`src/design/ilc_defines.vh`:
```
`ifndef ILC_DEFINES_VH
`define ILC_DEFINES_VH

// Register indexes; byte address is four times the index
`define ILC_IDX_SEND_CTRL 10'h074
`define ILC_IDX_SEND_CODE 10'h075
`define ILC_IDX_DET_CFG 10'h076
`define ILC_IDX_DET_STATE 10'h077
`define ILC_IDX_UP_CODE 10'h078
`define ILC_IDX_DOWN_CODE 10'h079
`define ILC_IDX_IRQ_EN 10'h07A
`define ILC_IDX_IRQ_FLAGS 10'h07B

// Send control fields
`define ILC_SEND_LEN_LSB 0
`define ILC_SEND_UNFRAMED_BIT 2
`define ILC_SEND_ENABLE_BIT 3

// Detector configuration fields
`define ILC_UP_SEL_LSB 0
`define ILC_DOWN_SEL_LSB 2
`define ILC_FBIT_SKIP_BIT 4

// Status, enable and flag layout
`define ILC_DOWN_BIT 0
`define ILC_UP_BIT 1

// Reset values
`define ILC_RST_SEND_CTRL 8'h00
`define ILC_RST_SEND_CODE 8'h00
`define ILC_RST_DET_CFG 8'h04
`define ILC_RST_UP_CODE 8'h08
`define ILC_RST_DOWN_CODE 8'h24
`define ILC_RST_IRQ_EN 8'h00

// Timing
`define ILC_PCLK_PERIOD_PS 5000
`define ILC_MEAS_PERIOD_US 39800
// Split so the intermediate product stays inside 32 bits
`define ILC_MEAS_CYCLES (((`ILC_MEAS_PERIOD_US * 1000) / `ILC_PCLK_PERIOD_PS) * 1000)
`define ILC_ERR_LIMIT 600
`define ILC_GOOD_PERIODS 126

`endif

```
`src/design/ilc_top.v`:
```
`include "ilc_defines.vh"

module ilc_top #(
   parameter MEAS_CYCLES = `ILC_MEAS_CYCLES,
   parameter ERR_LIMIT = `ILC_ERR_LIMIT,
   parameter GOOD_PERIODS = `ILC_GOOD_PERIODS
)(
   input wire pclk,
   input wire presetn,
   input wire psel,
   input wire penable,
   input wire pwrite,
   input wire [11:0] paddr,
   input wire [31:0] pwdata,
   output reg [31:0] prdata,
   output wire pready,
   output wire pslverr,
   input wire tx_bit_valid,
   input wire tx_bit_fbit,
   input wire tx_bit_in,
   output reg tx_out_valid,
   output reg tx_out_fbit,
   output reg tx_out_bit,
   input wire rx_bit_valid,
   input wire rx_bit_fbit,
   input wire rx_bit_in,
   output wire irq
);
   localparam integer MEAS_LAST_I = MEAS_CYCLES - 1;
   localparam [23:0] MEAS_LAST = MEAS_LAST_I[23:0];

   reg [7:0] send_control;
   reg [7:0] send_code_value;
   reg [7:0] detector_config;
   reg [7:0] up_code_value;
   reg [7:0] down_code_value;
   reg [7:0] detector_irq_enable;
   reg [1:0] detector_irq_flags;
   reg [1:0] present_d;
   reg [23:0] meas_count;
   reg period_end;
   reg [2:0] send_phase;

   wire [9:0] reg_idx;
   wire mapped;
   wire setup;
   wire wr_access;
   wire [1:0] present_now;
   wire [1:0] change;
   wire up_code_present;
   wire down_code_present;
   wire [1:0] send_length_select;
   wire send_unframed;
   wire send_code_enable;
   wire framing_bit_skip;
   wire [1:0] up_length_select;
   wire [1:0] down_length_select;
   wire [3:0] send_len;
   wire send_bit;
   wire overwrite;

   assign reg_idx = paddr[11:2];
   assign mapped = (paddr[1:0] == 2'h0)
                   && (reg_idx >= `ILC_IDX_SEND_CTRL)
                   && (reg_idx <= `ILC_IDX_IRQ_FLAGS);
   assign setup = psel & ~penable;
   // Zero wait state: every access completes in its first access cycle
   assign pready = 1'b1;
   assign pslverr = psel & penable & ~mapped;
   assign wr_access = psel & penable & pwrite & mapped;

   assign send_length_select = send_control[`ILC_SEND_LEN_LSB +: 2];
   assign send_unframed = send_control[`ILC_SEND_UNFRAMED_BIT];
   assign send_code_enable = send_control[`ILC_SEND_ENABLE_BIT];
   assign framing_bit_skip = detector_config[`ILC_FBIT_SKIP_BIT];
   assign up_length_select = detector_config[`ILC_UP_SEL_LSB +: 2];
   assign down_length_select = detector_config[`ILC_DOWN_SEL_LSB +: 2];

   // Register writes
   always @(posedge pclk or negedge presetn)
   begin
      if (!presetn)
      begin
         send_control <= `ILC_RST_SEND_CTRL;
         send_code_value <= `ILC_RST_SEND_CODE;
         detector_config <= `ILC_RST_DET_CFG;
         up_code_value <= `ILC_RST_UP_CODE;
         down_code_value <= `ILC_RST_DOWN_CODE;
         detector_irq_enable <= `ILC_RST_IRQ_EN;
      end
      else if (wr_access)
      begin
         case (reg_idx)
            `ILC_IDX_SEND_CTRL:
               send_control <= {4'h0, pwdata[3:0]};
            `ILC_IDX_SEND_CODE:
               send_code_value <= pwdata[7:0];
            `ILC_IDX_DET_CFG:
               detector_config <= {3'h0, pwdata[4:0]};
            `ILC_IDX_UP_CODE:
               up_code_value <= pwdata[7:0];
            `ILC_IDX_DOWN_CODE:
               down_code_value <= pwdata[7:0];
            `ILC_IDX_IRQ_EN:
               detector_irq_enable <= {6'h00, pwdata[1:0]};
            default:
               detector_irq_enable <= detector_irq_enable;
         endcase
      end
   end

   // Read data is captured in the setup cycle so it is a flop output
   always @(posedge pclk or negedge presetn)
   begin
      if (!presetn)
         prdata <= 32'h00000000;
      else if (setup)
      begin
         case (reg_idx)
            `ILC_IDX_SEND_CTRL:
               prdata <= {24'h000000, send_control};
            `ILC_IDX_SEND_CODE:
               prdata <= {24'h000000, send_code_value};
            `ILC_IDX_DET_CFG:
               prdata <= {24'h000000, detector_config};
            `ILC_IDX_DET_STATE:
               prdata <= {30'h00000000, present_now};
            `ILC_IDX_UP_CODE:
               prdata <= {24'h000000, up_code_value};
            `ILC_IDX_DOWN_CODE:
               prdata <= {24'h000000, down_code_value};
            `ILC_IDX_IRQ_EN:
               prdata <= {24'h000000, detector_irq_enable};
            `ILC_IDX_IRQ_FLAGS:
               prdata <= {30'h00000000, detector_irq_flags};
            default:
               prdata <= 32'h00000000;
         endcase
      end
   end

   // Fixed measurement period, free running from reset
   always @(posedge pclk or negedge presetn)
   begin
      if (!presetn)
      begin
         meas_count <= 24'h000000;
         period_end <= 1'b0;
      end
      else
      begin
         period_end <= (meas_count == MEAS_LAST);
         if (meas_count == MEAS_LAST)
            meas_count <= 24'h000000;
         else
            meas_count <= meas_count + 24'h000001;
      end
   end

   ilc_matcher #(
      .ERR_LIMIT(ERR_LIMIT),
      .GOOD_PERIODS(GOOD_PERIODS)
   ) u_up_match (
      .pclk(pclk),
      .presetn(presetn),
      .bit_valid(rx_bit_valid),
      .bit_value(rx_bit_in),
      .bit_is_fbit(rx_bit_fbit),
      .skip_fbit(framing_bit_skip),
      .code_bits(up_code_value),
      .length_select(up_length_select),
      .period_end(period_end),
      .present(up_code_present)
   );

   ilc_matcher #(
      .ERR_LIMIT(ERR_LIMIT),
      .GOOD_PERIODS(GOOD_PERIODS)
   ) u_down_match (
      .pclk(pclk),
      .presetn(presetn),
      .bit_valid(rx_bit_valid),
      .bit_value(rx_bit_in),
      .bit_is_fbit(rx_bit_fbit),
      .skip_fbit(framing_bit_skip),
      .code_bits(down_code_value),
      .length_select(down_length_select),
      .period_end(period_end),
      .present(down_code_present)
   );

   assign present_now[`ILC_DOWN_BIT] = down_code_present;
   assign present_now[`ILC_UP_BIT] = up_code_present;
   assign change = present_now ^ present_d;

   // Hardware set wins over a clear written in the same cycle
   always @(posedge pclk or negedge presetn)
   begin
      if (!presetn)
      begin
         present_d <= 2'h0;
         detector_irq_flags <= 2'h0;
      end
      else
      begin
         present_d <= present_now;
         if (wr_access && reg_idx == `ILC_IDX_IRQ_FLAGS)
            detector_irq_flags <= (detector_irq_flags & ~pwdata[1:0])
                                  | change;
         else
            detector_irq_flags <= detector_irq_flags | change;
      end
   end

   assign irq = |(detector_irq_flags & detector_irq_enable[1:0]);

   // Transmit insertion
   assign send_len = 4'h5 + {2'h0, send_length_select};
   assign send_bit = send_code_value[3'h7 - send_phase];
   assign overwrite = send_code_enable
                      & (send_unframed | ~tx_bit_fbit);

   always @(posedge pclk or negedge presetn)
   begin
      if (!presetn)
      begin
         send_phase <= 3'h0;
         tx_out_valid <= 1'b0;
         tx_out_fbit <= 1'b0;
         tx_out_bit <= 1'b0;
      end
      else
      begin
         tx_out_valid <= tx_bit_valid;
         if (tx_bit_valid)
         begin
            tx_out_fbit <= tx_bit_fbit;
            tx_out_bit <= overwrite ? send_bit : tx_bit_in;
         end
         // Phase restarts when disabled so the code opens with bit 7
         if (!send_code_enable)
            send_phase <= 3'h0;
         else if (tx_bit_valid && overwrite)
         begin
            if ({1'b0, send_phase} + 4'h1 >= send_len)
               send_phase <= 3'h0;
            else
               send_phase <= send_phase + 3'h1;
         end
      end
   end
endmodule // ilc_top

```
`src/design/ilc_matcher.v`:
```
module ilc_matcher #(
   parameter ERR_LIMIT = 600,
   parameter GOOD_PERIODS = 126
)(
   input wire pclk,
   input wire presetn,
   input wire bit_valid,
   input wire bit_value,
   input wire bit_is_fbit,
   input wire skip_fbit,
   input wire [7:0] code_bits,
   input wire [1:0] length_select,
   input wire period_end,
   output reg present
);
   localparam [9:0] ERR_MAX = 10'h3FF;
   localparam integer ERR_LIM_I = ERR_LIMIT;
   localparam integer GOOD_LIM_I = GOOD_PERIODS;
   localparam [9:0] ERR_LIM = ERR_LIM_I[9:0];
   localparam [7:0] GOOD_LIM = GOOD_LIM_I[7:0];

   wire [3:0] code_len;
   wire counted;
   wire step;
   wire [7:0] good_vec;
   wire [7:0] loss_vec;
   reg [2:0] phase;
   reg [7:0] streak;
   wire [7:0] next_streak;

   assign code_len = 4'h5 + {2'h0, length_select};
   // F-bit still steps the phase when compared, but its result is dropped
   assign step = bit_valid & ~(bit_is_fbit & skip_fbit);
   assign counted = bit_valid & ~bit_is_fbit;
   assign next_streak = (streak == 8'hFF) ? streak : streak + 8'h01;

   always @(posedge pclk or negedge presetn)
   begin
      if (!presetn)
         phase <= 3'h0;
      else if (step)
      begin
         if ({1'b0, phase} + 4'h1 >= code_len)
            phase <= 3'h0;
         else
            phase <= phase + 3'h1;
      end
   end

   // One error counter per alignment, so the code is found at any phase
   genvar j;
   generate
      for (j = 0; j < 8; j = j + 1)
      begin : g_align
         localparam integer JI = j;
         localparam [3:0] POS = JI[3:0];
         wire [3:0] raw;
         wire [3:0] idx;
         wire expected;
         wire used;
         reg [9:0] errs;
         assign raw = {1'b0, phase} + POS;
         assign idx = (raw >= code_len) ? raw - code_len : raw;
         assign expected = code_bits[3'h7 - idx[2:0]];
         assign used = (POS < code_len);
         assign good_vec[j] = used & (errs < ERR_LIM);
         assign loss_vec[j] = ~used | (errs > ERR_LIM);
         always @(posedge pclk or negedge presetn)
         begin
            if (!presetn)
               errs <= 10'h000;
            else if (period_end)
               errs <= 10'h000;
            else if (counted && used && bit_value != expected
                     && errs != ERR_MAX)
               errs <= errs + 10'h001;
         end
      end
   endgenerate

   always @(posedge pclk or negedge presetn)
   begin
      if (!presetn)
      begin
         present <= 1'b0;
         streak <= 8'h00;
      end
      else if (period_end)
      begin
         if (&loss_vec)
         begin
            present <= 1'b0;
            streak <= 8'h00;
         end
         else if (|good_vec)
         begin
            streak <= next_streak;
            if (next_streak > GOOD_LIM)
               present <= 1'b1;
         end
         else
            streak <= 8'h00;
      end
   end
endmodule // ilc_matcher

```
`config.mk`:
```
export PLATFORM = sky130hd
export DESIGN_NAME = ilc_top
export DESIGN_NICKNAME = d
export VERILOG_FILES = /design/src/design/ilc_top.v /design/src/design/ilc_matcher.v
export VERILOG_INCLUDE_DIRS = /design/src /design/src/design
export SDC_FILE = /design/constraint.sdc
export NUM_CORES = 1
export LEC_CHECK = 0
export ABC_AREA = 1
export BUFFER_PORTS_ARGS = -buffer_cell sky130_fd_sc_hd__buf_2
export CAP_MARGIN = 20
export CELL_PAD_IN_SITES_DETAIL_PLACEMENT = 1
export CELL_PAD_IN_SITES_GLOBAL_PLACEMENT = 2
export CORE_MARGIN = 5
export CORE_UTILIZATION = 35
export DETAILED_ROUTE_END_ITERATION = 8
export GPL_TIMING_DRIVEN = 0
export PLACE_DENSITY_LB_ADDON = 0.1
export REMOVE_ABC_BUFFERS = 1
export SETUP_SLACK_MARGIN = 0.1
export SLEW_MARGIN = 10
export SYNTH_ARGS = -nofsm -noshare
export SYNTH_HDL_FRONTEND = slang
export SYNTH_HIERARCHICAL = 1
export SYNTH_SLANG_ARGS = --single-unit
```
`constraint.sdc`:
```
create_clock -name pclk -period 9.3 [get_ports pclk]
set_input_delay 1.86 -clock pclk [delete_from_list [all_inputs] [get_ports pclk]]
set_output_delay 1.86 -clock pclk [all_outputs]
set_load 0.03 [all_outputs]
```
==> impl_metrics.json, run 1 <==
{
  "outcome": "finished clean",
  "hp-class": "flip-flop to flip-flop",
  "clkSlewWorstSetupHoldPaths_ns": 0.06,
  "slew_violations": 0,
  "crit_fanout": 24,
  "path_cells": "buf_2 -> nor2_2 -> buf_8 -> inv_2 -> nor2_4 -> nand2_1 -> nand2_1 -> nor2_8 -> nor2_1 -> buf_2",
  "skew_ns": 0.0112,
  "pwr-share-seq": 0.223,
  "cpMaxStageDelayCell": "nor2_2",
  "clk_path_buf_depth": 3,
  "worst_pin_slew_ns": 0.978,
  "fin_nets": 3155,
  "max_freq_mhz": 192,
  "synth-seq-cells": 262,
  "holdWs_ns": 0.462,
  "r2r-start": "u_down_match/phase[0]",
  "clockPowerShare": 0.230,
  "slew_headroom": 0.346,
  "num_io_pins": 93,
  "synth_flop_cell": "dfrtp_1",
  "routed-via-count": 19800,
  "syn-instance-count": 2985,
  "maxCapViolCount": 0,
  "grt_max_degree": 107,
  "gp_congestion": 0.834,
  "switching_power_mw": 3.08,
  "diodes": 0,
  "synth.most_common_cell": "nand2_1",
  "final_cell_count_no_fill": 3791,
  "powerDensity_mw_per_mm2": 271,
  "cts_tree": "built",
  "rows": 89,
  "min-delay-start": "meas_count[0]",
  "grtUsageTotal": 0.202,
  "fillers": 7371,
  "pwr-share-comb": 0.547,
  "post_cts_buffers": 0,
  "grt.overflow.total": 0,
  "setup_viol": 0,
  "totalWireLength_um": 64800,
  "ir_drop_mv": 0.126,
  "p_sw_frac": 0.500,
  "ctsHoldBuffers": 0,
  "multi_input_area_mm2": 0.0122,
  "hold_viol": 0,
  "tns_ns": 0,
  "grt_pass1_wl_um": 108000,
  "synthTopCellsByCount": "nand2_1 (771), nand3_1 (468), inv_1 (344), dfrtp_1 (258), nor2_1 (243)",
  "io_buffer_count": 43,
  "core_area_mm2": 0.0587,
  "synthArstFlopShare": 1.00,
  "final.period_utilization": 0.560,
  "drt_iter0_drc": 895,
  "synth_top_area_frac": 0.313,
  "ys_seq_area_frac": 0.318,
  "die_h_um": 253,
  "syn_area_per_cell_um2": 6.92,
  "cts.sinks": 262,
  "synth_area_mm2": 0.0206,
  "fin_crit_ns": 5.21,
  "drt-pass1-iter-count": 5,
  "start_util": 0.352,
  "critPathArrivalTime_ns": 3.35,
  "htreeDepth": 2,
  "max_stage_delay_ns": 0.28,
  "placed_cells": 3726,
  "synth-edff-count": 0,
  "rsz0062_at_grt": "no",
  "clock_latency_ns": 0.55,
  "drc": 0,
  "synth_area_leaders": "dfrtp_1 (31%), nand2_1 (14%), nand3_1 (11%), inv_1 (6.3%), ha_1 (6.1%)",
  "setup_ws_ns": 4.09,
  "cts_buffers": 36,
  "crit_required_ns": 7.44,
  "root_buffer": "clkbuf_16",
  "critPathLaunch": "paddr[11]",
  "yosys.area.top_type": "dfrtp_1",
  "antenna_found_initial": 0,
  "post_cts_resized": 0,
  "p_int_mw": 3.09,
  "hpwl_um": 47500,
  "viasPerCell": 5.22,
  "path_class": "input pin to primary output",
  "p_leak_nw": 11.7,
  "critPathCaptureType": "primary output",
  "grt_pass1_vias": 20500,
  "syn_to_final_growth_pct": 10.2,
  "critPathLaunchType": "input pin",
  "drive_gt1_frac": 0.0716,
  "seqCellArea_mm2": 0.00657,
  "place_ws_ns": 3.49,
  "wl_per_cell_um": 17.1,
  "yosysWarnings": 6,
  "die_w_um": 253,
  "ys_types": 50,
  "final_antenna_net_count": 0,
  "die-area_mm2": 0.0639
}
==> sequential cells by signal, summed over array words and instances (netlist names), 2 cells and up <==
signal                     flops
detector_config                5
up_code_value                  8
detector_irq_flags             2
send_phase                     3
detector_irq_enable            2
meas_count                    24
prdata                         8
down_code_value                8
present_d                      2
u_up_match/streak              8
u_down_match/phase             3
u_up_match/g_align.errs       80
u_up_match/phase               3
send_code_value                8
u_down_match/streak            8
u_down_match/g_align.errs     80
send_control                   4
==> cells in the final DEF (no fill, tap or decap), types with 10 or more instances in the layout <==
cell and n:
nand2_1 771, clkbuf_16 37, o21ai_1 18, o22ai_1 15
ha_1 101, inv_1 344, nor2_1 243, nor3_1 46
o21ai_2 20, o21ai_0 85, conb_1 25, nand3_1 468
buf_2 42, nand2_2 28, a21oi_1 48, nand3_2 10
xnor2_1 23, dfrtp_1 257, o211ai_1 15, xor2_1 128
inv_2 11, nand4_1 164
==> layer usage <==
metal	up-vias	track usage	part of all wire
met5	-	0	0
met4	0	0.0409	0.018
met3	66	0.0278	0.026
met2	176	0.350	0.48
met1	9767	0.270	0.48
li1	9794	-	-
==> worst max-delay path, delay by kind of cell <==
family | cells | cell delay, ns
and+or+nand+nor | 6 | 0.80
buffers and inverters | 4 | 0.66
==> per-stage QoR <==
stage | util | instance area [um^2] | total power [mW]
2_1_floorplan | - | 20200 | 3.82
3_3_place_gp | 0.364 | 21300 | 4.63
3_5_place_dp | 0.367 | 21500 | 4.77
4_1_cts | 0.387 | 22700 | 6.24
5_1_grt | 0.388 | 22700 | 6.76
6_report | 0.388 | 22700 | 6.17
==> power groups by stage <==
stage / registers, mW / clock network [mW] / logic, mW
floorplan: 1.35 / 0 / 2.47
global placement: 1.39 / 0 / 3.24
detailed placement: 1.40 / 0 / 3.38
CTS: 1.38 / 1.47 / 3.39
global route: 1.40 / 1.52 / 3.85
finish: 1.37 / 1.42 / 3.37
==> logic make-up (layout without fill, tap and decap cells) <==
| group | count (synthesis) | after routing | share of synthesized area |
|---|---|---|---|
| xor gates and xnor gates | 151 | 151 | 0.0641 |
| DFF | 262 | 262 | 0.318 |
| AOI/OAI and AO/OA | 223 | 223 | 0.0648 |
| adders and majority gates | 107 | 107 | 0.0670 |
| buffers and inverters | 465 | 475 | 0.0932 |
| and+or+nand+nor | 1775 | 1775 | 0.393 |
| other | 2 | 25 | 0.000364 |
==> final timing paths <==
path | to | slack (ns) | cells past startpoint
hold reg to reg | meas_count[0] | 0.46 | 1
min in group asynchronous | tx_out_valid | 1.23 | 1
setup / recovery | pslverr | 4.09 | 10
setup reg to reg | u_down_match/g_align[5].errs[8] | 4.39 | 17
hold / removal | meas_count[0] | 0.46 | 1
max in group asynchronous | u_down_match/g_align[1].errs[7] | 6.95 | 3
==> cell type report <==
cell class	count	share of cell area
clock inverters	10	0.00511
clock buffers	53	0.0469
flip-flops and latches	262	0.289
well taps	773	0.0425
inverters	359	0.0597
repair buffers	53	0.0190
multi-input cells	2281	0.538
No activity file was read; power rests on OpenSTA's default activity.
==> run 2: changes to the inputs <==
clock period = 4.8 ns   (was 9.3 ns; I/O delays follow)
==> impl_metrics.json, run 2 (synthesis results as in run 1) <==
{
  "critPathLaunchType": "flip-flop",
  "powerDensity_mw_per_mm2": 526,
  "cpMaxStageDelayCell": "dfrtp_2",
  "reg2reg_setup_slack_ns": 0.50,
  "critPathTopFamily": "simple AND/OR/NAND/NOR gates",
  "clock_latency_ns": 0.55,
  "fillers": 7368,
  "hp-class": "input pin to async pin",
  "max_stage_delay_ns": 0.61,
  "final_common_cell": "nand2_1",
  "final_cell_mix": "nand2_1 (769), nand3_1 (468), inv_1 (344)",
  "outcome": "finished clean",
  "rows": 89,
  "routed-via-count": 19800,
  "start_util": 0.352,
  "power_mw": 12.0,
  "viasPerCell": 5.22,
  "skew_ns": 0.0114,
  "grt.overflow.total": 0,
  "clk_path_buf_depth": 3,
  "final.period_utilization": 0.896,
  "post_cts_buffers": 0,
  "critPathCaptureType": "flip-flop",
  "root_buffer": "clkbuf_16",
  "wl_per_cell_um": 17.1,
  "grt_max_degree": 107,
  "core_area_mm2": 0.0587,
  "slew_headroom": 0.342,
  "drt_iter0_drc": 912,
  "die_h_um": 253,
  "path_buf_inv": 2,
  "critPathMostFrequentCell": "nand2_1",
  "path_cells": "clkinv_2 -> ha_1 -> fa_1 -> inv_1 -> nand2_1 -> nand2_1 -> nand2_1 -> a21oi_1 -> nand3_1 -> nand3_1 -> nand3_1 -> nand3_1 -> nand2_1 -> nand2_1 -> nand2_1",
  "setup_ws_ns": 0.497,
  "htreeDepth": 2,
  "grt_pass1_wl_um": 108000,
  "cts.sinks": 262,
  "hold_viol": 0,
  "maxCapViolCount": 0,
  "final_antenna_net_count": 0,
  "slew_violations": 0,
  "grt_pass1_vias": 20500,
  "antenna_found_initial": 0,
  "ir_drop_mv": 0.244,
  "tns_ns": 0,
  "clkSlewWorstSetupHoldPaths_ns": 0.06,
  "io_buffer_count": 43,
  "worst_pin_slew_ns": 0.984,
  "crit_fanout": 15,
  "path_class": "flip-flop to flip-flop",
  "totalWireLength_um": 64900,
  "critPathArrivalTime_ns": 4.73,
  "multi_input_area_mm2": 0.0123,
  "crit_required_ns": 5.23,
  "diodes": 0,
  "p_leak_nw": 11.7,
  "num_io_pins": 93,
  "grtUsageTotal": 0.202,
  "cts_tree": "built",
  "rsz0062_at_grt": "no",
  "die-area_mm2": 0.0639,
  "place_ws_ns": -0.212,
  "gp_congestion": 0.834,
  "fin_area_mm2": 0.0228,
  "setup_viol": 0,
  "max_freq_mhz": 232,
  "hpwl_um": 47500,
  "drc": 0,
  "die_w_um": 253,
  "reg_top3": "u_down_match/g_align.errs (80), u_up_match/g_align.errs (80), meas_count (24)",
  "fin_crit_ns": 4.30,
  "cts_buffers": 36,
  "drt-pass1-iter-count": 6,
  "drive_gt1_frac": 0.0749,
  "seqCellArea_mm2": 0.00657,
  "syn_to_final_growth_pct": 10.3,
  "placed_area_mm2": 0.0215,
  "fin_nets": 3155
}
[run 2: changes by cell type in the layout (fill, tap and decap cells not counted)]
cell	delta
nand2_1	-2
dfrtp_1	-2
clkinv_1	-2
clkinv_2	+1
nand2_2	+2
dfrtp_2	+2
ha_1	-4
ha_2	+4
clkinvlp_4	+1
[run 2: routing by layer]
layer / track usage / up-vias / share of wire
met5: 0 / - / 0
met4: 0.0409 / 0 / 0.018
met3: 0.0278 / 64 / 0.026
met2: 0.350 / 176 / 0.48
met1: 0.270 / 9752 / 0.48
li1: - / 9796 / -
[run 2: cell type report]
cell class | count | area share
multi-input combinational | 2281 | 0.538
clock inverter | 10 | 0.00511
clock buffer | 53 | 0.0468
inverter | 359 | 0.0598
timing repair buffer | 53 | 0.0190
tap | 773 | 0.0425
sequential | 262 | 0.288
[run 2: final timing paths]
check	end	from	cells past startpoint
min in group pclk	meas_count[0]	meas_count[0]	1
max in group asynchronous	u_down_match/g_align[1].errs[7]	presetn	3
min reg2reg	meas_count[0]	meas_count[0]	1
max	u_down_match/g_align[1].errs[8]	u_down_match/phase[0]	15
max reg2reg	u_down_match/g_align[1].errs[8]	u_down_match/phase[0]	15
min	tx_out_valid	presetn	1
[run 2: stage by stage]
stage,hold WS (ns),util,instances
6_report,0.330,0.388,3791
5_1_grt,0.354,0.388,3791
4_1_cts,0.332,0.387,3789
3_5_place_dp,0.457,0.367,3726
3_3_place_gp,0.454,0.364,3718
2_1_floorplan,0.412,-,2902
[run 2: what timing repair did]
item / 4_1_cts / 5_1_grt
hold buffers: 0 / 0
resized for setup: 3 / 7
setup endpoints to repair: 40 / 80
endpoints found under the hold margin: 0 / 0
[run 2: where the power goes]
part	internal, mW	switching, mW
registers	2.38	0.292
logic	1.97	4.58
clock network	1.65	1.10
==> run 3: changes to the inputs <==
CELL_PAD_IN_SITES_GLOBAL_PLACEMENT = 1   (was 2)
==> impl_metrics.json, run 3 (synthesis results as in run 1) <==
{
  "clock_latency_ns": 0.56,
  "max_freq_mhz": 234,
  "place_ws_ns": -0.0577,
  "htreeDepth": 2,
  "placed_area_mm2": 0.0215,
  "grt_pass1_wl_um": 107000,
  "outcome": "finished clean",
  "grt_max_degree": 121,
  "critPathArrivalTime_ns": 4.72,
  "skew_ns": 0.0350,
  "powerDensity_mw_per_mm2": 526,
  "reg2reg_depth": 17,
  "io_buffer_count": 43,
  "syn_to_final_growth_pct": 9.87,
  "drc": 0,
  "setup_ws_ns": 0.525,
  "p_leak_nw": 11.6,
  "reg_top3": "u_down_match/g_align.errs (80), u_up_match/g_align.errs (80), meas_count (24)",
  "grtUsageTotal": 0.199,
  "routed-via-count": 19800,
  "totalWireLength_um": 64000,
  "rsz0062_at_grt": "yes",
  "hpwl_um": 46400,
  "drive_gt1_frac": 0.0746,
  "grt_pass1_vias": 20600,
  "maxCapViolCount": 0,
  "die-area_mm2": 0.0639,
  "rr_endpoint": "u_down_match/g_align[5].errs[0]",
  "critPathCaptureType": "flip-flop",
  "hp-class": "input pin to async pin",
  "clkSlewWorstSetupHoldPaths_ns": 0.06,
  "reg2reg_setup_slack_ns": 0.53,
  "drt_iter0_drc": 1125,
  "path_class": "flip-flop to flip-flop",
  "fin_nets": 3154,
  "die_w_um": 253,
  "die_h_um": 253,
  "slew_violations": 0,
  "viasPerCell": 5.24,
  "fin_area_mm2": 0.0227,
  "post_cts_buffers": 0,
  "drt-pass1-iter-count": 5,
  "diodes": 0,
  "ir_drop_mv": 0.302,
  "core_area_mm2": 0.0587,
  "cts_tree": "built",
  "hold_viol": 0,
  "final_common_cell": "nand2_1",
  "crit_required_ns": 5.25,
  "root_buffer": "clkbuf_16",
  "cts.sinks": 262,
  "worst_pin_slew_ns": 0.936,
  "fin_crit_ns": 4.27,
  "start_util": 0.352,
  "setup_viol": 0,
  "final_antenna_net_count": 0,
  "crit_fanout": 15,
  "gp_congestion": 0.842,
  "r2r-start": "u_down_match/phase[0]",
  "final.period_utilization": 0.891,
  "critPathLaunchType": "flip-flop",
  "slew_headroom": 0.374,
  "rows": 89,
  "cts_buffers": 37,
  "wl_per_cell_um": 16.9,
  "grt.overflow.total": 0,
  "antenna_found_initial": 0,
  "num_io_pins": 93,
  "clk_path_buf_depth": 3,
  "final_cell_mix": "nand2_1 (771), nand3_1 (467), inv_1 (344)"
}
-- run 3: changes by cell type in the layout (fill, tap and decap cells not counted), sizes merged --
| cell | previous run | this run |
|---|---|---|
| clkinv | 6 | 10 |
| buf | 53 | 51 |
| clkbuf | 53 | 52 |
| clkinvlp | 3 | 1 |
| bufinv | 2 | 0 |
| inv | 358 | 359 |
-- run 3: worst max-delay path, stage by stage (launching register included) --
cell and delay [ns]:
dfrtp_2 0.58, clkinv_2 0.28, ha_1 0.44, fa_1 0.52
inv_1 0.09, nand2_1 0.08, nand2_1 0.06, nand2_1 0.14
o21ai_0 0.41, inv_1 0.15, nand3_1 0.13, nand3_1 0.10
nand2_1 0.08, nand2_1 0.04, nand2_1 0.41, nand2_1 0.40
nand3_1 0.17, nand2_1 0.07
-- run 3: where the power goes --
part	total, mW	switching [mW]	internal [mW]
combinational	6.65	4.69	1.96
clock	2.60	1.06	1.53
sequential	2.67	0.294	2.38
-- run 3: worst max path at each step --
stage | to | from | depth (start not counted) | slack [ns]
global route | u_up_match/g_align[5].errs[3] | u_up_match/phase[0] | 17 | 0.08
global placement | meas_count[9] | presetn | 1 | -2.82
finish | u_down_match/g_align[5].errs[0] | u_down_match/phase[0] | 17 | 0.53
detailed placement | u_down_match/g_align[5].errs[0] | u_down_match/phase[0] | 17 | -0.06
CTS | u_up_match/g_align[1].errs[3] | u_up_match/phase[0] | 16 | 0.11
floorplan | pslverr | paddr[11] | 7 | 1.26
-- run 3: final cells by class --
type	instances	area, um^2
clock inverters	11	62.6
multi-input cells	2281	12300
well taps	773	967
clock buffers	52	1060
inverters	359	1360
repair buffers	51	393
flip-flops and latches	262	6570
fillers	7420	36000
-- run 3: per-stage QoR --
| step | TNS, ns | utilization | total power [mW] | hold WS [ns] | cells |
|---|---|---|---|---|---|
| detailed placement | -0.585 | 0.367 | 9.31 | 0.465 | 3725 |
| global route | 0 | 0.387 | 13.0 | 0.412 | 3789 |
| finish | 0 | 0.387 | 11.9 | 0.389 | 3789 |
| CTS | 0 | 0.386 | 12.0 | 0.398 | 3788 |
| floorplan | 0 | - | 7.40 | 0.412 | 2902 |
| global placement | -865.79 | 0.364 | 8.97 | 0.452 | 3718 |
-- run 3: layer usage --
layer,global-route usage,vias up,part of all wire
li1,-,9793,-
met1,0.267,9798,0.47
met2,0.341,176,0.48
met3,0.0286,74,0.028
met4,0.0495,0,0.021
met5,0,-,0
-- run 3: what timing repair did --
action | CTS | global route
hold buffers | 0 | 0
resized for setup | 3 | 7
cloned | 0 | 0
endpoints found under the setup margin | 38 | 70
